<file path="config.mk">
export PLATFORM = sky130hd
export DESIGN_NAME = ashb_master
export DESIGN_NICKNAME = d
export VERILOG_FILES = /design/src/ashb_sync.v /design/src/ashb_master.v
export VERILOG_INCLUDE_DIRS = /design/src /design/src/src
export SDC_FILE = /design/constraint.sdc
export NUM_CORES = 1
export LEC_CHECK = 0
export ABC_AREA = 1
export BUFFER_PORTS_ARGS = -buffer_cell sky130_fd_sc_hd__buf_4
export CAP_MARGIN = 30
export CELL_PAD_IN_SITES_DETAIL_PLACEMENT = 2
export CELL_PAD_IN_SITES_GLOBAL_PLACEMENT = 2
export CORE_AREA = 2 2 134 136
export CTS_BUF_LIST = sky130_fd_sc_hd__clkbuf_4 sky130_fd_sc_hd__clkbuf_8
export CTS_CLUSTER_SIZE = 16
export DETAILED_ROUTE_END_ITERATION = 12
export DIE_AREA = 0 0 136 138
export GPL_TIMING_DRIVEN = 1
export PLACE_DENSITY_LB_ADDON = 0.1
export SYNTH_ARGS = -nofsm -noshare
export SYNTH_HDL_FRONTEND = slang
export SYNTH_SLANG_ARGS = --single-unit
</file>
<file path="constraint.sdc">
create_clock -name CLK -period 1.8 [get_ports CLK]
set_input_delay 0.27 -clock CLK [delete_from_list [all_inputs] [get_ports CLK]]
set_output_delay 0.27 -clock CLK [all_outputs]
set_load 0.01 [all_outputs]
</file>
<file path="src/ashb_regs.vh">
// constants for the asynchronous handshake bus master
// assumes inclusion by bare name from files under src/
`ifndef ASHB_REGS_VH
`define ASHB_REGS_VH

// size line encodings {xfer_size_hi, xfer_size_lo}
`define ASHB_SIZE_LONG   2'h0
`define ASHB_SIZE_BYTE   2'h1
`define ASHB_SIZE_WORD   2'h2
`define ASHB_SIZE_3BYTE  2'h3

// pin widths
`define ASHB_ADDR_W      24
`define ASHB_DATA_W      16
`define ASHB_SPACE_W     3

// reset values of driven pins
`define ASHB_ADDR_RST    24'h000000
`define ASHB_DATA_RST    16'h0000
`define ASHB_SPACE_RST   3'h0
`define ASHB_SIZE_RST    2'h0

// reset value of synchronised inputs: acks, fault and data idle high
`define ASHB_IN_W        19
`define ASHB_IN_RST      19'h7FFFF

`endif

</file>
<file path="src/ashb_sync.v">
// two-flop synchroniser, one chain per bit
// assumes inputs arrive asynchronously to CLK; output is stable in CLK domain
`timescale 1ns/100ps
`default_nettype none
module ashb_sync #(
	parameter WIDTH   = 1,
	parameter RST_VAL = 1'b0
) (
	// clock and reset
	input  wire             CLK,
	input  wire             SYS_RST,
	// data
	input  wire [WIDTH-1:0] D_IN,
	output wire [WIDTH-1:0] D_OUT
);
	genvar i;
	// each bit passes two flops; only the second flop is visible
	generate
		for (i = 0; i < WIDTH; i = i + 1) begin : g_bit
			reg meta_r;
			reg sync_r;
			always @(posedge CLK) begin
				if (SYS_RST) begin
					meta_r <= RST_VAL[i];
					sync_r <= RST_VAL[i];
				end else begin
					meta_r <= D_IN[i];
					sync_r <= meta_r;
				end
			end
			assign D_OUT[i] = sync_r;
		end
	endgenerate
endmodule // ashb_sync
`default_nettype wire

</file>
<file path="src/ashb_master.v">
// bus master sequencer for a nonmultiplexed 24-bit address, 16-bit data bus
// assumes one CLK period per bus state, so two CLK periods per bus clock;
// slave acks and data are asynchronous and are synchronised here
// Function
// - separate 24-bit address bus and 16-bit data bus, never multiplexed
// - register all driven pins; synchronise acks and data before use
// - word/long reads take two bytes, byte reads one; lane by size, lsb, port
// - read S0 drives address, space code, direction high, size lines
// - read S1 asserts address strobe and data strobe together
// - ack seen by end of S2 means data latched at end of S4
// - no ack at S2 sample inserts wait states, resampling every bus clock
// - read S5 negates strobes, holds address, direction, size, space code
// - write S0 drives address, space code, direction low, size lines
// - write S1 asserts only the address strobe
// - write S2 drives full data bus; acks sampled at end of S2
// - write S3 asserts data strobe; cycle ends one clock after ack (the code asserts it from W3 when waits follow S2)
// - write S4 changes nothing; S5 negates strobes, holds all else
`timescale 1ns/100ps
`default_nettype none
`include "ashb_regs.vh"
module ashb_master (
	// clock and reset
	input  wire                       CLK,
	input  wire                       SYS_RST,
	// user request
	input  wire                       REQ,
	input  wire                       REQ_WRITE,
	input  wire [`ASHB_ADDR_W-1:0]    REQ_ADDR,
	input  wire [`ASHB_SPACE_W-1:0]   REQ_SPACE,
	input  wire [1:0]                 REQ_SIZE,
	input  wire [`ASHB_DATA_W-1:0]    REQ_WDATA,
	// user answer
	output wire                       READY,
	output reg                        DONE,
	output reg                        FAULT,
	output reg                        RESP_PORT8,
	output reg  [`ASHB_DATA_W-1:0]    RDATA,
	// bus pins driven
	output reg  [`ASHB_ADDR_W-1:0]    ADDR_BUS,
	output reg  [`ASHB_SPACE_W-1:0]   SPACE_CODE,
	output reg                        XFER_SIZE_HI,
	output reg                        XFER_SIZE_LO,
	output reg                        READ_WRITE,
	output reg                        ADDRESS_STROBE_N,
	output reg                        DATA_STROBE_N,
	// two-way data bus
	input  wire [`ASHB_DATA_W-1:0]    DATA_BUS_IN,
	output reg  [`ASHB_DATA_W-1:0]    DATA_BUS_OUT,
	output reg                        DATA_BUS_OE_N,
	// slave answers
	input  wire                       PORT_ACK_HIGH_N,
	input  wire                       PORT_ACK_LOW_N,
	input  wire                       BUS_FAULT_N
);
	// one-hot bus states
	localparam [8:0] ST_IDLE = 9'h001;
	localparam [8:0] ST_S0   = 9'h002;
	localparam [8:0] ST_S1   = 9'h004;
	localparam [8:0] ST_S2   = 9'h008;
	localparam [8:0] ST_W3   = 9'h010;
	localparam [8:0] ST_W4   = 9'h020;
	localparam [8:0] ST_S3   = 9'h040;
	localparam [8:0] ST_S4   = 9'h080;
	localparam [8:0] ST_S5   = 9'h100;
	// reset code of the size lines, split per pin below
	localparam [1:0] SIZE_RST = `ASHB_SIZE_RST;

	reg  [8:0]               state_r;
	reg  [8:0]               state_nxt;
	reg                      write_r;
	reg                      fault_r;
	reg                      port8_r;
	reg  [`ASHB_DATA_W-1:0]  wdata_r;
	wire [`ASHB_IN_W-1:0]    in_sync;
	wire                     ack_hi_n_s;
	wire                     ack_lo_n_s;
	wire                     fault_n_s;
	wire [`ASHB_DATA_W-1:0]  data_s;
	wire                     sample;
	wire                     ack_seen;
	wire                     fault_seen;
	wire                     take;
	wire                     byte_op;
	reg                      as_n_nxt;
	reg                      ds_n_nxt;
	reg                      oe_n_nxt;
	reg  [`ASHB_DATA_W-1:0]  rdata_nxt;

	// slave inputs pass two flops before any logic reads them
	ashb_sync #(
		.WIDTH   (`ASHB_IN_W),
		.RST_VAL (`ASHB_IN_RST)
	) u_sync (
		.CLK     (CLK),
		.SYS_RST (SYS_RST),
		.D_IN    ({BUS_FAULT_N, PORT_ACK_HIGH_N, PORT_ACK_LOW_N, DATA_BUS_IN}),
		.D_OUT   (in_sync)
	);

	// unpack synchronised inputs
	assign fault_n_s  = in_sync[18];
	assign ack_hi_n_s = in_sync[17];
	assign ack_lo_n_s = in_sync[16];
	assign data_s     = in_sync[15:0];

	// ack sampling points are the bus clock falling edges: end of S2 and of W4
	assign sample     = (state_r == ST_S2) || (state_r == ST_W4);
	assign ack_seen   = ~ack_hi_n_s | ~ack_lo_n_s;
	assign fault_seen = ~fault_n_s;
	assign take       = REQ && (state_r == ST_IDLE);
	assign READY      = (state_r == ST_IDLE);
	assign byte_op    = ({XFER_SIZE_HI, XFER_SIZE_LO} == `ASHB_SIZE_BYTE);

	// next bus state, one step per half bus clock
	always @* begin
		state_nxt = state_r;
		case (state_r)
			ST_IDLE: if (take) state_nxt = ST_S0;
			ST_S0:   state_nxt = ST_S1;
			ST_S1:   state_nxt = ST_S2;
			ST_S2: begin
				if (ack_seen || fault_seen) state_nxt = ST_S3;
				else state_nxt = ST_W3;
			end
			ST_W3:   state_nxt = ST_W4;
			ST_W4: begin
				if (ack_seen || fault_seen) state_nxt = ST_S3;
				else state_nxt = ST_W3;
			end
			ST_S3:   state_nxt = ST_S4;
			ST_S4:   state_nxt = ST_S5;
			ST_S5:   state_nxt = ST_IDLE;
			default: state_nxt = ST_IDLE;
		endcase
	end

	// strobes and data enable follow the state being entered
	always @* begin
		as_n_nxt = 1'b1;
		ds_n_nxt = 1'b1;
		oe_n_nxt = 1'b1;
		case (state_nxt)
			ST_S1: begin
				as_n_nxt = 1'b0;
				ds_n_nxt = write_r;
			end
			ST_S2: begin
				as_n_nxt = 1'b0;
				ds_n_nxt = write_r;
				oe_n_nxt = ~write_r;
			end
			ST_W3, ST_W4, ST_S3, ST_S4: begin
				as_n_nxt = 1'b0;
				ds_n_nxt = 1'b0;
				oe_n_nxt = ~write_r;
			end
			ST_S5: begin
				as_n_nxt = 1'b1;
				ds_n_nxt = 1'b1;
				oe_n_nxt = ~write_r;
			end
			default: begin
				as_n_nxt = 1'b1;
				ds_n_nxt = 1'b1;
				oe_n_nxt = 1'b1;
			end
		endcase
	end

	// byte lane selection for read data, right-justified for byte operands
	always @* begin
		rdata_nxt = data_s;
		if (byte_op) begin
			if (port8_r || !ADDR_BUS[0]) rdata_nxt = {8'h00, data_s[15:8]};
			else rdata_nxt = {8'h00, data_s[7:0]};
		end
	end

	// sequencer and cycle bookkeeping
	always @(posedge CLK) begin
		if (SYS_RST) begin
			state_r    <= ST_IDLE;
			write_r    <= 1'b0;
			fault_r    <= 1'b0;
			port8_r    <= 1'b0;
			wdata_r    <= `ASHB_DATA_RST;
			DONE       <= 1'b0;
			FAULT      <= 1'b0;
			RESP_PORT8 <= 1'b0;
			RDATA      <= `ASHB_DATA_RST;
		end else begin
			state_r <= state_nxt;
			DONE    <= 1'b0;
			FAULT   <= 1'b0;
			if (take) begin
				write_r <= REQ_WRITE;
				fault_r <= 1'b0;
				// byte writes repeat the byte on both lanes
				if (REQ_SIZE == `ASHB_SIZE_BYTE) wdata_r <= {REQ_WDATA[7:0], REQ_WDATA[7:0]};
				else wdata_r <= REQ_WDATA;
			end
			// port width from the ack pair; only the lower line means 8 bits
			if (sample && (ack_seen || fault_seen)) begin
				fault_r <= fault_seen;
				port8_r <= ack_hi_n_s & ~ack_lo_n_s;
			end
			// read data is latched at the end of S4
			if (state_r == ST_S4 && !write_r && !fault_r) begin
				RDATA <= rdata_nxt;
			end
			// completion reported as the bus returns to idle
			if (state_r == ST_S5) begin
				DONE       <= ~fault_r;
				FAULT      <= fault_r;
				RESP_PORT8 <= port8_r;
			end
		end
	end

	// pins: address, space, size, direction are registered and held to S5
	always @(posedge CLK) begin
		if (SYS_RST) begin
			ADDR_BUS         <= `ASHB_ADDR_RST;
			SPACE_CODE       <= `ASHB_SPACE_RST;
			XFER_SIZE_HI     <= SIZE_RST[1];
			XFER_SIZE_LO     <= SIZE_RST[0];
			READ_WRITE       <= 1'b1;
			ADDRESS_STROBE_N <= 1'b1;
			DATA_STROBE_N    <= 1'b1;
			DATA_BUS_OUT     <= `ASHB_DATA_RST;
			DATA_BUS_OE_N    <= 1'b1;
		end else begin
			if (take) begin
				ADDR_BUS     <= REQ_ADDR;
				SPACE_CODE   <= REQ_SPACE;
				XFER_SIZE_HI <= REQ_SIZE[1];
				XFER_SIZE_LO <= REQ_SIZE[0];
				READ_WRITE   <= ~REQ_WRITE;
			end
			ADDRESS_STROBE_N <= as_n_nxt;
			DATA_STROBE_N    <= ds_n_nxt;
			DATA_BUS_OE_N    <= oe_n_nxt;
			if (state_nxt == ST_S2 && write_r) DATA_BUS_OUT <= wdata_r;
		end
	end
endmodule // ashb_master
`default_nettype wire

</file>
==> impl_results.md, run 1 <==
- TNS Setup: 0 ns
- Final setup vio count: 0
- # DRC: 0
- Met2 usage: 0.324
- Fmax: 587 MHz
- Leading register cell type out of synthesis: dfxtp_1
- Vias: 4,727
- Syn_nets: 748
- Largest net degree at the start of global routing: 64
- Final Hold Viols: 0
- Setup ws final: 0.0977 ns
- Final period util: 0.946
- Area contributors post-synth: dfxtp_1 (53%), nand2_1 (12%), nor2_1 (8.2%)
- Vias per std cell: 4.39
- Nets: 902
- Wire per inst: 14.5 µm
- Ys async rst share: 0
- Hpwl dp: 10,900 µm
- CP Launch Type: flop
- Antenna Diode Count: 0
- Arrival time worst endpoint: 1.43 ns
- Io pins: 137
- Netlist cell types: 28
- Maxcap violations: 0
- Initial Util: 0.290
- Actual slew at the worst max-slew pin: 0.603 ns
- Max Clock Skew: 0.0109 ns
- Die W: 136 µm
- Finished layout cell area: 7000 µm²
- Status: completed
- H-tree Lvls: 4
- P_leak: 0.00337 µW
- Detail Route Antenna Nets: 0
- Final Non-Filler Cells: 1,076
- Pre-antenna DRT Iters: 4
- Vias in the first global route: 5,227
- CP Class: reg2out
- Core ar.: 17,500 µm²
- # port buffers: 136
- Clock-pin transition on the worst setup and hold timing paths: 0.08 ns
- DIE AREA: 18,800 µm²
- Crit path capture type: primary output
- CTS buffer count: 17
- Share of cells above drive strength 1: 0.286
- Top cell type's share of synthesized area: 0.527
- Mapped Area: 5090 µm²
- First-pass GRT wire length: 25,600 µm
- Post-synth EDFFs: 0
- Hold Crit Class: in2reg
- Instance area at placement: 6350 µm²
- Grt ovf: 0
- Antenna violations before repair: 0
- Pre-CTS WS: 0.0733 ns
- Tmin final: 1.70 ns
- Rows: 49
- Overall Global Routing Usage: 0.173
- Power Dens Cells: 980 nW/µm²
- Placed cell count: 1,024
- CTS tree: built
- Met3 Resource Use GR: 0.0554
- Final core utilization: 0.399
- Die Y: 138 µm
- Required @ worst endpoint: 1.53 ns
- Post-synth top cells: nand2_1 (168), dfxtp_1 (134), nor2_1 (111)
- Slew margin rel.: 0.598
- Cell taking the most area after synthesis: dfxtp_1
- Later-pin clock latency in the skew report: 0.44 ns
- Most common cell in the netlist: nand2_1
- DRT Wirelength: 15,600 µm
- Starting DRT DRC Count: 128
- Mapped Cells: 680
- Yosys reg bits: 134
- Clk buf depth: 2
- CTS Root Cell: clkbuf_8
- Layout area overhead: 37.4%
- CP max FO: 3
- Pins Over Slew Limit: 0
- Max VDD drop: 438 µV
- Busiest grt layer: met2
- Ys Warns: 0
- Syn Area/Cell: 7.49 µm²
- Placer Congestion: 0.786
- Register area share after synthesis: 0.527
- M1 GR Usage: 0.182
- Clock sinks: 134
==> worst max-delay path, cell delays in order, from the launching register on <==
cell and delay [ns]:
dfxtp_1 0.36, nor2_4 0.13, nand2_2 0.11, nor2_4 0.11
nand2_2 0.09, inv_4 0.09, buf_4 0.12
==> cells by family after synthesis <==
logic type             synth area share
buffers and inverters            0.0938
AND/OR/NAND/NOR                   0.316
AO/OA/AOI/OAI                    0.0639
flip-flops                        0.527
==> sequential cells by signal (all words and copies together) (netlist names), 3 cells and up <==
name,count
ADDR_BUS,24
DATA_BUS_OUT,16
RDATA,16
SPACE_CODE,3
state_r,9
u_sync.g_bit.meta_r,19
u_sync.g_bit.sync_r,19
wdata_r,16
==> per-stage QoR <==
stage | total power (µW) | hold WS (ns)
6_report | 6860 | 0.0416
5_1_grt | 7250 | 0.00113
4_1_cts | 6970 | 0.00285
3_5_place_dp | 4200 | 0.397
3_3_place_gp | 4150 | 0.393
2_1_floorplan | 3780 | 0.374
==> cell type report <==
type / count / area [µm²]
fillers: 2094 / 10500
flip-flops and latches: 134 / 2680
multi-input cells: 428 / 1960
repair buffers: 165 / 1310
inverters: 88 / 333
well taps: 229 / 287
clock buffers: 19 / 255
clock inverters: 13 / 170
==> layer usage <==
| layer | up-vias | part of all wire |
|---|---|---|
| li1 | 2350 | - |
| met5 | - | 0 |
| met3 | 13 | 0.049 |
| met4 | 0 | 0.0098 |
| met1 | 2290 | 0.40 |
| met2 | 74 | 0.54 |
==> repair_timing <==
action                                 CTS  global route
setup endpoints to repair                1            47
setup buffers                            2             1
hold buffers                            15             2
pin swaps                                2             3
gates resized for setup                  0             9
endpoints found under the hold margin   15             2
==> worst paths after layout <==
kind	to	from	depth (start not counted)	slack [ns]
worst max-delay path	READY	state_r[5]$_SDFF_PP0_	6	0.1
worst min-delay path	u_sync.g_bit[2].meta_r$_SDFF_PP1_	DATA_BUS_IN[2]	2	0.04
worst max register to register	RDATA[4]$_SDFFE_PP0P_	state_r[1]$_SDFF_PP0_	8	0.13
worst min register to register	u_sync.g_bit[18].sync_r$_SDFF_PP1_	u_sync.g_bit[18].meta_r$_SDFF_PP1_	1	0.41
==> report_power, final <==
part | internal [µW] | total [µW] | leakage [µW] | switching [µW]
clock | 1440 | 2700 | 0.000207 | 1260
combinational | 426 | 942 | 0.00207 | 516
sequential | 3130 | 3210 | 0.00110 | 85.1
==> layout by cell type (no fill, tap or decap), types with 2 or more instances in the layout <==
cell           instances
bufinv_16              3
clkinvlp_4             3
o21ai_0               24
nor2_1               110
dfxtp_1              134
inv_2                  2
nand2_4                2
buf_4                146
nor3b_1                8
dlygate4sd3_1         17
inv_1                 84
clkbuf_8              18
nor2_2                 3
nand3_1               17
clkinv_4               2
a21oi_1               35
nand2_2                4
nor2_4                 5
inv_6                  4
buf_12                 2
nand4_1                3
or2_2                 40
nand2_1              166
Note: power is estimated with default switching activity, not from simulation.
==> run 2, diff against run 1 <==
==> constraint.sdc (replaced) <==
create_clock -name CLK -period 1.8 [get_ports CLK]
set_input_delay 0.36 -clock CLK [delete_from_list [all_inputs] [get_ports CLK]]
set_output_delay 0.36 -clock CLK [all_outputs]
set_load 0.05 [all_outputs]
==> impl_results.md, run 2 (synthesized netlist as in run 1, its figures left out) <==
- DRT Wirelength: 15,900 µm (+2.1%)
- Hpwl dp: 11,300 µm (+3.6%)
- Die W: 136 µm (unchanged)
- Largest net degree at the start of global routing: 53 (-17%)
- Total power: 7210 µW (+5.2%)
- Pre-CTS WS: 0.0610 ns (-0.0123 ns)
- Pins Over Slew Limit: 0 (unchanged)
- Rows: 49 (unchanged)
- Quantity of hold-fixing buffers added after cts: 0 (-15)
- Die Y: 138 µm (unchanged)
- RSZ-0062 raised after global routing: yes
- First-pass GRT wire length: 25,600 µm (-0.16%)
- Status: completed
- Actual slew at the worst max-slew pin: 0.636 ns (+0.0335 ns)
- Clk buf depth: 2 (unchanged)
- Fmax: 564 MHz (-4.0%)
- Fillers: 2,055 (-1.9%)
- Clock group share of total power: 0.384 (-0.010)
- Commonest cells after routing, fill and taps aside: nand2_1 (164), buf_4 (145), dfxtp_1 (131)
- Biggest regs: ADDR_BUS x24, u_sync.g_bit.meta_r x19, u_sync.g_bit.sync_r x19
- CP Launch Type: flop
- Antenna Diode Count: 0 (unchanged)
- Busiest grt layer: met2
- Tmin final: 1.77 ns (+0.0708 ns)
- Slew margin rel.: 0.576 (-0.0223)
- Nets: 889 (-1.4%)
- Number of flip-flops in the largest register: 24 (unchanged)
- Io pins: 137 (unchanged)
- Power share of the sequential group: 0.446 (-0.023)
- Setup ws final: 0.0269 ns (-0.0708 ns)
- Layout area overhead: 36.5%
- Clock-pin transition on the worst setup and hold timing paths: 0.08 ns (about the same)
- Biggest register: ADDR_BUS
- Overall Global Routing Usage: 0.173 (about the same)
- Starting DRT DRC Count: 182 (+42%)
- Clock sinks: 134 (unchanged)
- Crit-path cells: nor2_4 -> nand2_2 -> nor2_4 -> nand2_2 -> inv_2 -> buf_8
- Int Pwr: 5130 µW (+2.7%)
- Later-pin clock latency in the skew report: 0.44 ns (about the same)
- # DRC: 0 (unchanged)
- Crit path capture type: primary output
- Placer Congestion: 0.798 (+1.6%)
- CP max FO: 3 (unchanged)
- Most common cell after layout, fill and taps aside: nand2_1
- Switching part of the total: 0.289 (+0.0174)
- Met2 usage: 0.318 (-0.00555)
- Power Dens Cells: 1040 nW/µm² (+5.9%)
- Hold Crit Class: in2reg
- Detail Route Antenna Nets: 0 (unchanged)
- Wire per inst: 15.0 µm (+3.4%)
- Maxcap violations: 0 (unchanged)
- Critical Path Max Stage Delay: 0.34 ns (-0.02 ns)
- Switch Pwr: 2080 µW (+12%)
- DIE AREA: 18,800 µm² (unchanged)
- R2R Setup Slk: 0.12 ns (about the same)
- Antenna violations before repair: 0 (unchanged)
- CTS Root Cell: clkbuf_8
- Arrival time worst endpoint: 1.41 ns (-0.02 ns)
- CP Class: reg2out
- Register area: 2690 µm² (+0.14%)
- CTS buffer count: 17 (unchanged)
- Logic pwr share: 0.170 (+0.033)
- Vias per std cell: 4.38 (-0.20%)
- Share of cells above drive strength 1: 0.301 (+0.0156)
- Final setup vio count: 0 (unchanged)
- Final Hold Viols: 0 (unchanged)
- M1 GR Usage: 0.187 (+0.00516)
- Max VDD drop: 410 µV (-6.5%)
- CTS tree: built
- Slowest-stage cell, CP: dfxtp_2
- Max Clock Skew: 0.0121 ns (+0.00117 ns)
- Initial Util: 0.290 (unchanged)
- Vias: 4,656 (-1.5%)
- # port buffers: 136 (unchanged)
- Pre-antenna DRT Iters: 4 (unchanged)
- Grt ovf: 0 (unchanged)
- Met3 Resource Use GR: 0.0506 (-0.00477)
- Core ar.: 17,500 µm² (unchanged)
- Required @ worst endpoint: 1.44 ns (-0.09 ns)
- P_leak: 0.00335 µW (-0.55%)
- Final period util: 0.985 (+0.0393)
- Vias in the first global route: 5,103 (-2.4%)
- H-tree Lvls: 4 (unchanged)
- Area taken by multi-input logic gates: 1990 µm² (+1.2%)
run 2: cell types whose count changed in the layout (fill, tap and decap cells not counted), moves of 2 or more:
cell           change
dlygate4sd3_1     -17
inv_6              -4
dfxtp_2            +3
nand2_2            +2
nand2_1            -2
dfxtp_1            -3
run 2: repair_timing:
item,CTS,global route
cloned,0,1
setup endpoints to repair,2,50
pin swaps,4,1
buffers inserted,5,0
resized for setup,9,11
run 2: layer usage:
| metal | wire length (µm) | share of wire |
|---|---|---|
| met1 | 6290 | 0.40 |
| met2 | 8670 | 0.54 |
| met3 | 751 | 0.047 |
| met4 | 198 | 0.012 |
| met5 | 0 | 0 |
run 2: per-stage QoR:
| step | setup TNS (ns) | instances | area (µm²) | hold slack (ns) | util |
|---|---|---|---|---|---|
| 2_1_floorplan | 0 | 680 | 5090 | 0.389 | - |
| 3_3_place_gp | 0 | 1025 | 6380 | 0.393 | 0.364 |
| 3_5_place_dp | 0 | 1025 | 6380 | 0.399 | 0.364 |
| 4_1_cts | 0 | 1061 | 6890 | 0.0740 | 0.393 |
| 5_1_grt | -0.0624 | 1062 | 6950 | 0.0735 | 0.397 |
| 6_report | 0 | 1062 | 6950 | 0.105 | 0.397 |
run 2: final cells by class:
class | instances | share of cell area
inverters | 88 | 0.0475
clock inverters | 12 | 0.0257
well taps | 229 | 0.0412
multi-input cells | 428 | 0.286
repair buffers | 152 | 0.177
clock buffers | 19 | 0.0367
flip-flops and latches | 134 | 0.386
run 2: path summary, 6_finish.rpt:
path                                                         start                            endpoint  depth (start not counted)
worst min register to register  u_sync.g_bit[10].meta_r$_SDFF_PP1_  u_sync.g_bit[10].sync_r$_SDFF_PP1_                          1
worst max-delay path                         state_r[4]$_SDFF_PP0_                               READY                          6
worst min-delay path                                DATA_BUS_IN[7]   u_sync.g_bit[7].meta_r$_SDFF_PP1_                          2
worst max register to register               state_r[4]$_SDFF_PP0_        DATA_BUS_OUT[3]$_SDFFE_PP0P_                          8
run 2: critical path, delay by kind of cell, from the launching register on:
| family | cells | cell delay, ns |
|---|---|---|
| buffers and inverters | 2 | 0.22 |
| DFF | 1 | 0.34 |
| and+or+nand+nor | 4 | 0.41 |
run 2: power by group through the flow:
stage / Sequential [µW] / Combinational, µW / Clock [µW]
final: 3210 / 1230 / 2770
after global routing: 3240 / 1360 / 3010
after CTS: 3220 / 1210 / 2860
after detailed placement: 3280 / 1190 / 0
after global placement: 3270 / 1140 / 0
after floorplan: 3540 / 490 / 0
==> run 3, diff against run 2 <==
--- a/config.mk
+++ b/config.mk
@@ -11,11 +11,11 @@
 export CAP_MARGIN = 30
 export CELL_PAD_IN_SITES_DETAIL_PLACEMENT = 2
 export CELL_PAD_IN_SITES_GLOBAL_PLACEMENT = 2
-export CORE_AREA = 2 2 134 136
+export CORE_AREA = 2 2 130 132
 export CTS_BUF_LIST = sky130_fd_sc_hd__clkbuf_4 sky130_fd_sc_hd__clkbuf_8
 export CTS_CLUSTER_SIZE = 16
 export DETAILED_ROUTE_END_ITERATION = 12
-export DIE_AREA = 0 0 136 138
+export DIE_AREA = 0 0 132 134
 export GPL_TIMING_DRIVEN = 1
 export PLACE_DENSITY_LB_ADDON = 0.1
 export SYNTH_ARGS = -nofsm -noshare
==> constraint.sdc (replaced) <==
create_clock -name CLK -period 2.3 [get_ports CLK]
set_input_delay 0.46 -clock CLK [delete_from_list [all_inputs] [get_ports CLK]]
set_output_delay 0.46 -clock CLK [all_outputs]
set_load 0.01 [all_outputs]
==> impl_results.md, run 3 (synthesized netlist as in run 1, its figures left out) <==
- Biggest register: ADDR_BUS
- Power Dens Cells: 832 nW/µm² (-20%)
- Biggest regs: ADDR_BUS x24, u_sync.g_bit.meta_r x19, u_sync.g_bit.sync_r x19
- Detail Route Antenna Nets: 0 (unchanged)
- Most common cell after layout, fill and taps aside: nand2_1
- P_leak: 0.00330 µW (-1.7%)
- CTS buffer count: 17 (unchanged)
- Commonest cells after routing, fill and taps aside: nand2_1 (168), buf_4 (138), dfxtp_1 (134)
- Core ar.: 16,300 µm² (-7.1%)
- Nets: 877 (-1.3%)
- Clk buf depth: 2 (unchanged)
- DIE AREA: 17,700 µm² (-5.8%)
- Initial Util: 0.313 (+0.0222)
- Vias: 4,596 (-1.3%)
- CP max FO: 3 (unchanged)
- Number of flip-flops in the largest register: 24 (unchanged)
- Hold path endpoint: u_sync.g_bit[1].meta_r$_SDFF_PP1_
- # DRC: 0 (unchanged)
- Hold Crit Class: in2reg
- Io pins: 137 (unchanged)
- Worst r2r path cells: 9 (+1)
- Hpwl dp: 10,700 µm (-5.2%)
- Fmax: 502 MHz
- Pins Over Slew Limit: 0 (unchanged)
- CTS tree: built
- Antenna Diode Count: 0 (unchanged)
- Later-pin clock latency in the skew report: 0.44 ns (about the same)
- Placed cell count: 1,010 (-1.5%)
- CP Launch Type: flop
- Worst hold start: DATA_BUS_IN[1]
- Fillers: 1,939 (-5.6%)
- R2R Setup Slk: 0.47 ns (+0.35 ns)
- Overall Global Routing Usage: 0.178 (+0.00449)
- Pre-antenna DRT Iters: 4 (unchanged)
- Rows: 47 (-4.1%)
- # Post-CTS Setup Buffers: 0 (-5)
- Actual slew at the worst max-slew pin: 0.954 ns (+0.317 ns)
- Slew margin rel.: 0.360 (-0.216)
- Tmin final: 1.99 ns
- Worst Hold Depth: 2 (unchanged)
- Arrival time worst endpoint: 1.53 ns (+0.12 ns)
- Layout area overhead: 33.4%
- H-tree Lvls: 4 (unchanged)
- Max Clock Skew: 0.0107 ns (-0.00139 ns)
- Die Y: 134 µm (-2.9%)
- TNS Setup: 0 ns (unchanged)
- Antenna violations before repair: 0 (unchanged)
- DRT Wirelength: 15,100 µm (-4.8%)
- Grt ovf: 0 (unchanged)
- Largest net degree at the start of global routing: 67 (+26%)
- FF-to-FF Start: state_r[6]$_SDFF_PP0_
- Placer Congestion: 0.779 (-2.4%)
- CTS Root Cell: clkbuf_8
- Clock sinks: 134 (unchanged)
- Max VDD drop: 366 µV (-11%)
- PostCTS Resize Cnt: 0 (-9)
- Final Non-Filler Cells: 1,042 (-1.9%)
- Final Hold Viols: 0 (unchanged)
- Final setup vio count: 0 (unchanged)
- First-pass GRT wire length: 25,000 µm (-2.1%)
- Share of cells above drive strength 1: 0.279 (-0.0227)
- Crit path capture type: primary output
- Vias per std cell: 4.41 (+0.61%)
- Wire per inst: 14.5 µm (-3.0%)
- Vias in the first global route: 5,052 (-1.0%)
- Status: completed
- Maxcap violations: 0 (unchanged)
- RSZ-0062 raised after global routing: no
- Quantity of hold-fixing buffers added after cts: 0 (unchanged)
- Reg2reg end: wdata_r[15]$_SDFFE_PP0P_
- Required @ worst endpoint: 1.84 ns (+0.40 ns)
- Starting DRT DRC Count: 123 (-32%)
- Die W: 132 µm (-2.9%)
- Clock-pin transition on the worst setup and hold timing paths: 0.08 ns (about the same)
- # port buffers: 136 (unchanged)
- CP Class: reg2out
- Final period util: 0.866
-- run 3: area by class of cell --
class | instances | area, µm² | share of cell area
Clock buffer | 18 | 248 | 0.0365
Clock inverter | 14 | 245 | 0.0361
Inverter | 88 | 330 | 0.0486
Multi-Input combinational cell | 428 | 1940 | 0.285
Sequential cell | 134 | 2680 | 0.395
Tap cell | 220 | 275 | 0.0405
Timing Repair Buffer | 140 | 1080 | 0.158
-- run 3: worst max path at each step --
stage,slack [ns],end,cells past startpoint,start
after floorplan,0.87,READ_WRITE$_SDFFE_PP1P_,10,state_r[2]$_SDFF_PP0_
after global placement,0.62,RDATA[4]$_SDFFE_PP0P_,7,state_r[1]$_SDFF_PP0_
after detailed placement,0.50,wdata_r[15]$_SDFFE_PP0P_,9,state_r[6]$_SDFF_PP0_
after CTS,0.27,READY,6,state_r[6]$_SDFF_PP0_
after global routing,0.19,READY,6,state_r[6]$_SDFF_PP0_
final,0.31,READY,6,state_r[6]$_SDFF_PP0_
-- run 3: worst max-delay path: stages, from the launching register on --
cell	delay, ns
dfxtp_1	0.34
nor2_2	0.17
nand2_2	0.11
nor2_4	0.10
nand2_1	0.11
inv_2	0.12
buf_4	0.13
-- run 3: through the flow --
| step | utilization | power (µW) | setup slack, ns | instance area [µm²] | hold WS [ns] |
|---|---|---|---|---|---|
| final | 0.417 | 5650 | 0.307 | 6800 | 0.200 |
| after CTS | 0.417 | 5740 | 0.272 | 6800 | 0.175 |
| after detailed placement | 0.387 | 3270 | 0.496 | 6300 | 0.398 |
| after global placement | 0.387 | 3230 | 0.625 | 6300 | 0.395 |
| after floorplan | - | 2960 | 0.869 | 5090 | 0.389 |
| after global routing | 0.417 | 5930 | 0.193 | 6800 | 0.173 |
-- run 3: report_power, final --
group / switching (µW) / total [µW] / internal [µW]
clock network: 996 / 2440 / 1450
registers: 66.4 / 2520 / 2450
logic: 392 / 694 / 302
total: 1450 / 5650 / 4200
-- run 3: per-layer routing --
metal	vias up	GRT usage	part of all wire
met1	2192	0.190	0.41
met4	0	0.0634	0.015
met3	19	0.0476	0.044
met2	75	0.335	0.54
li1	2310	-	-
met5	-	0	0
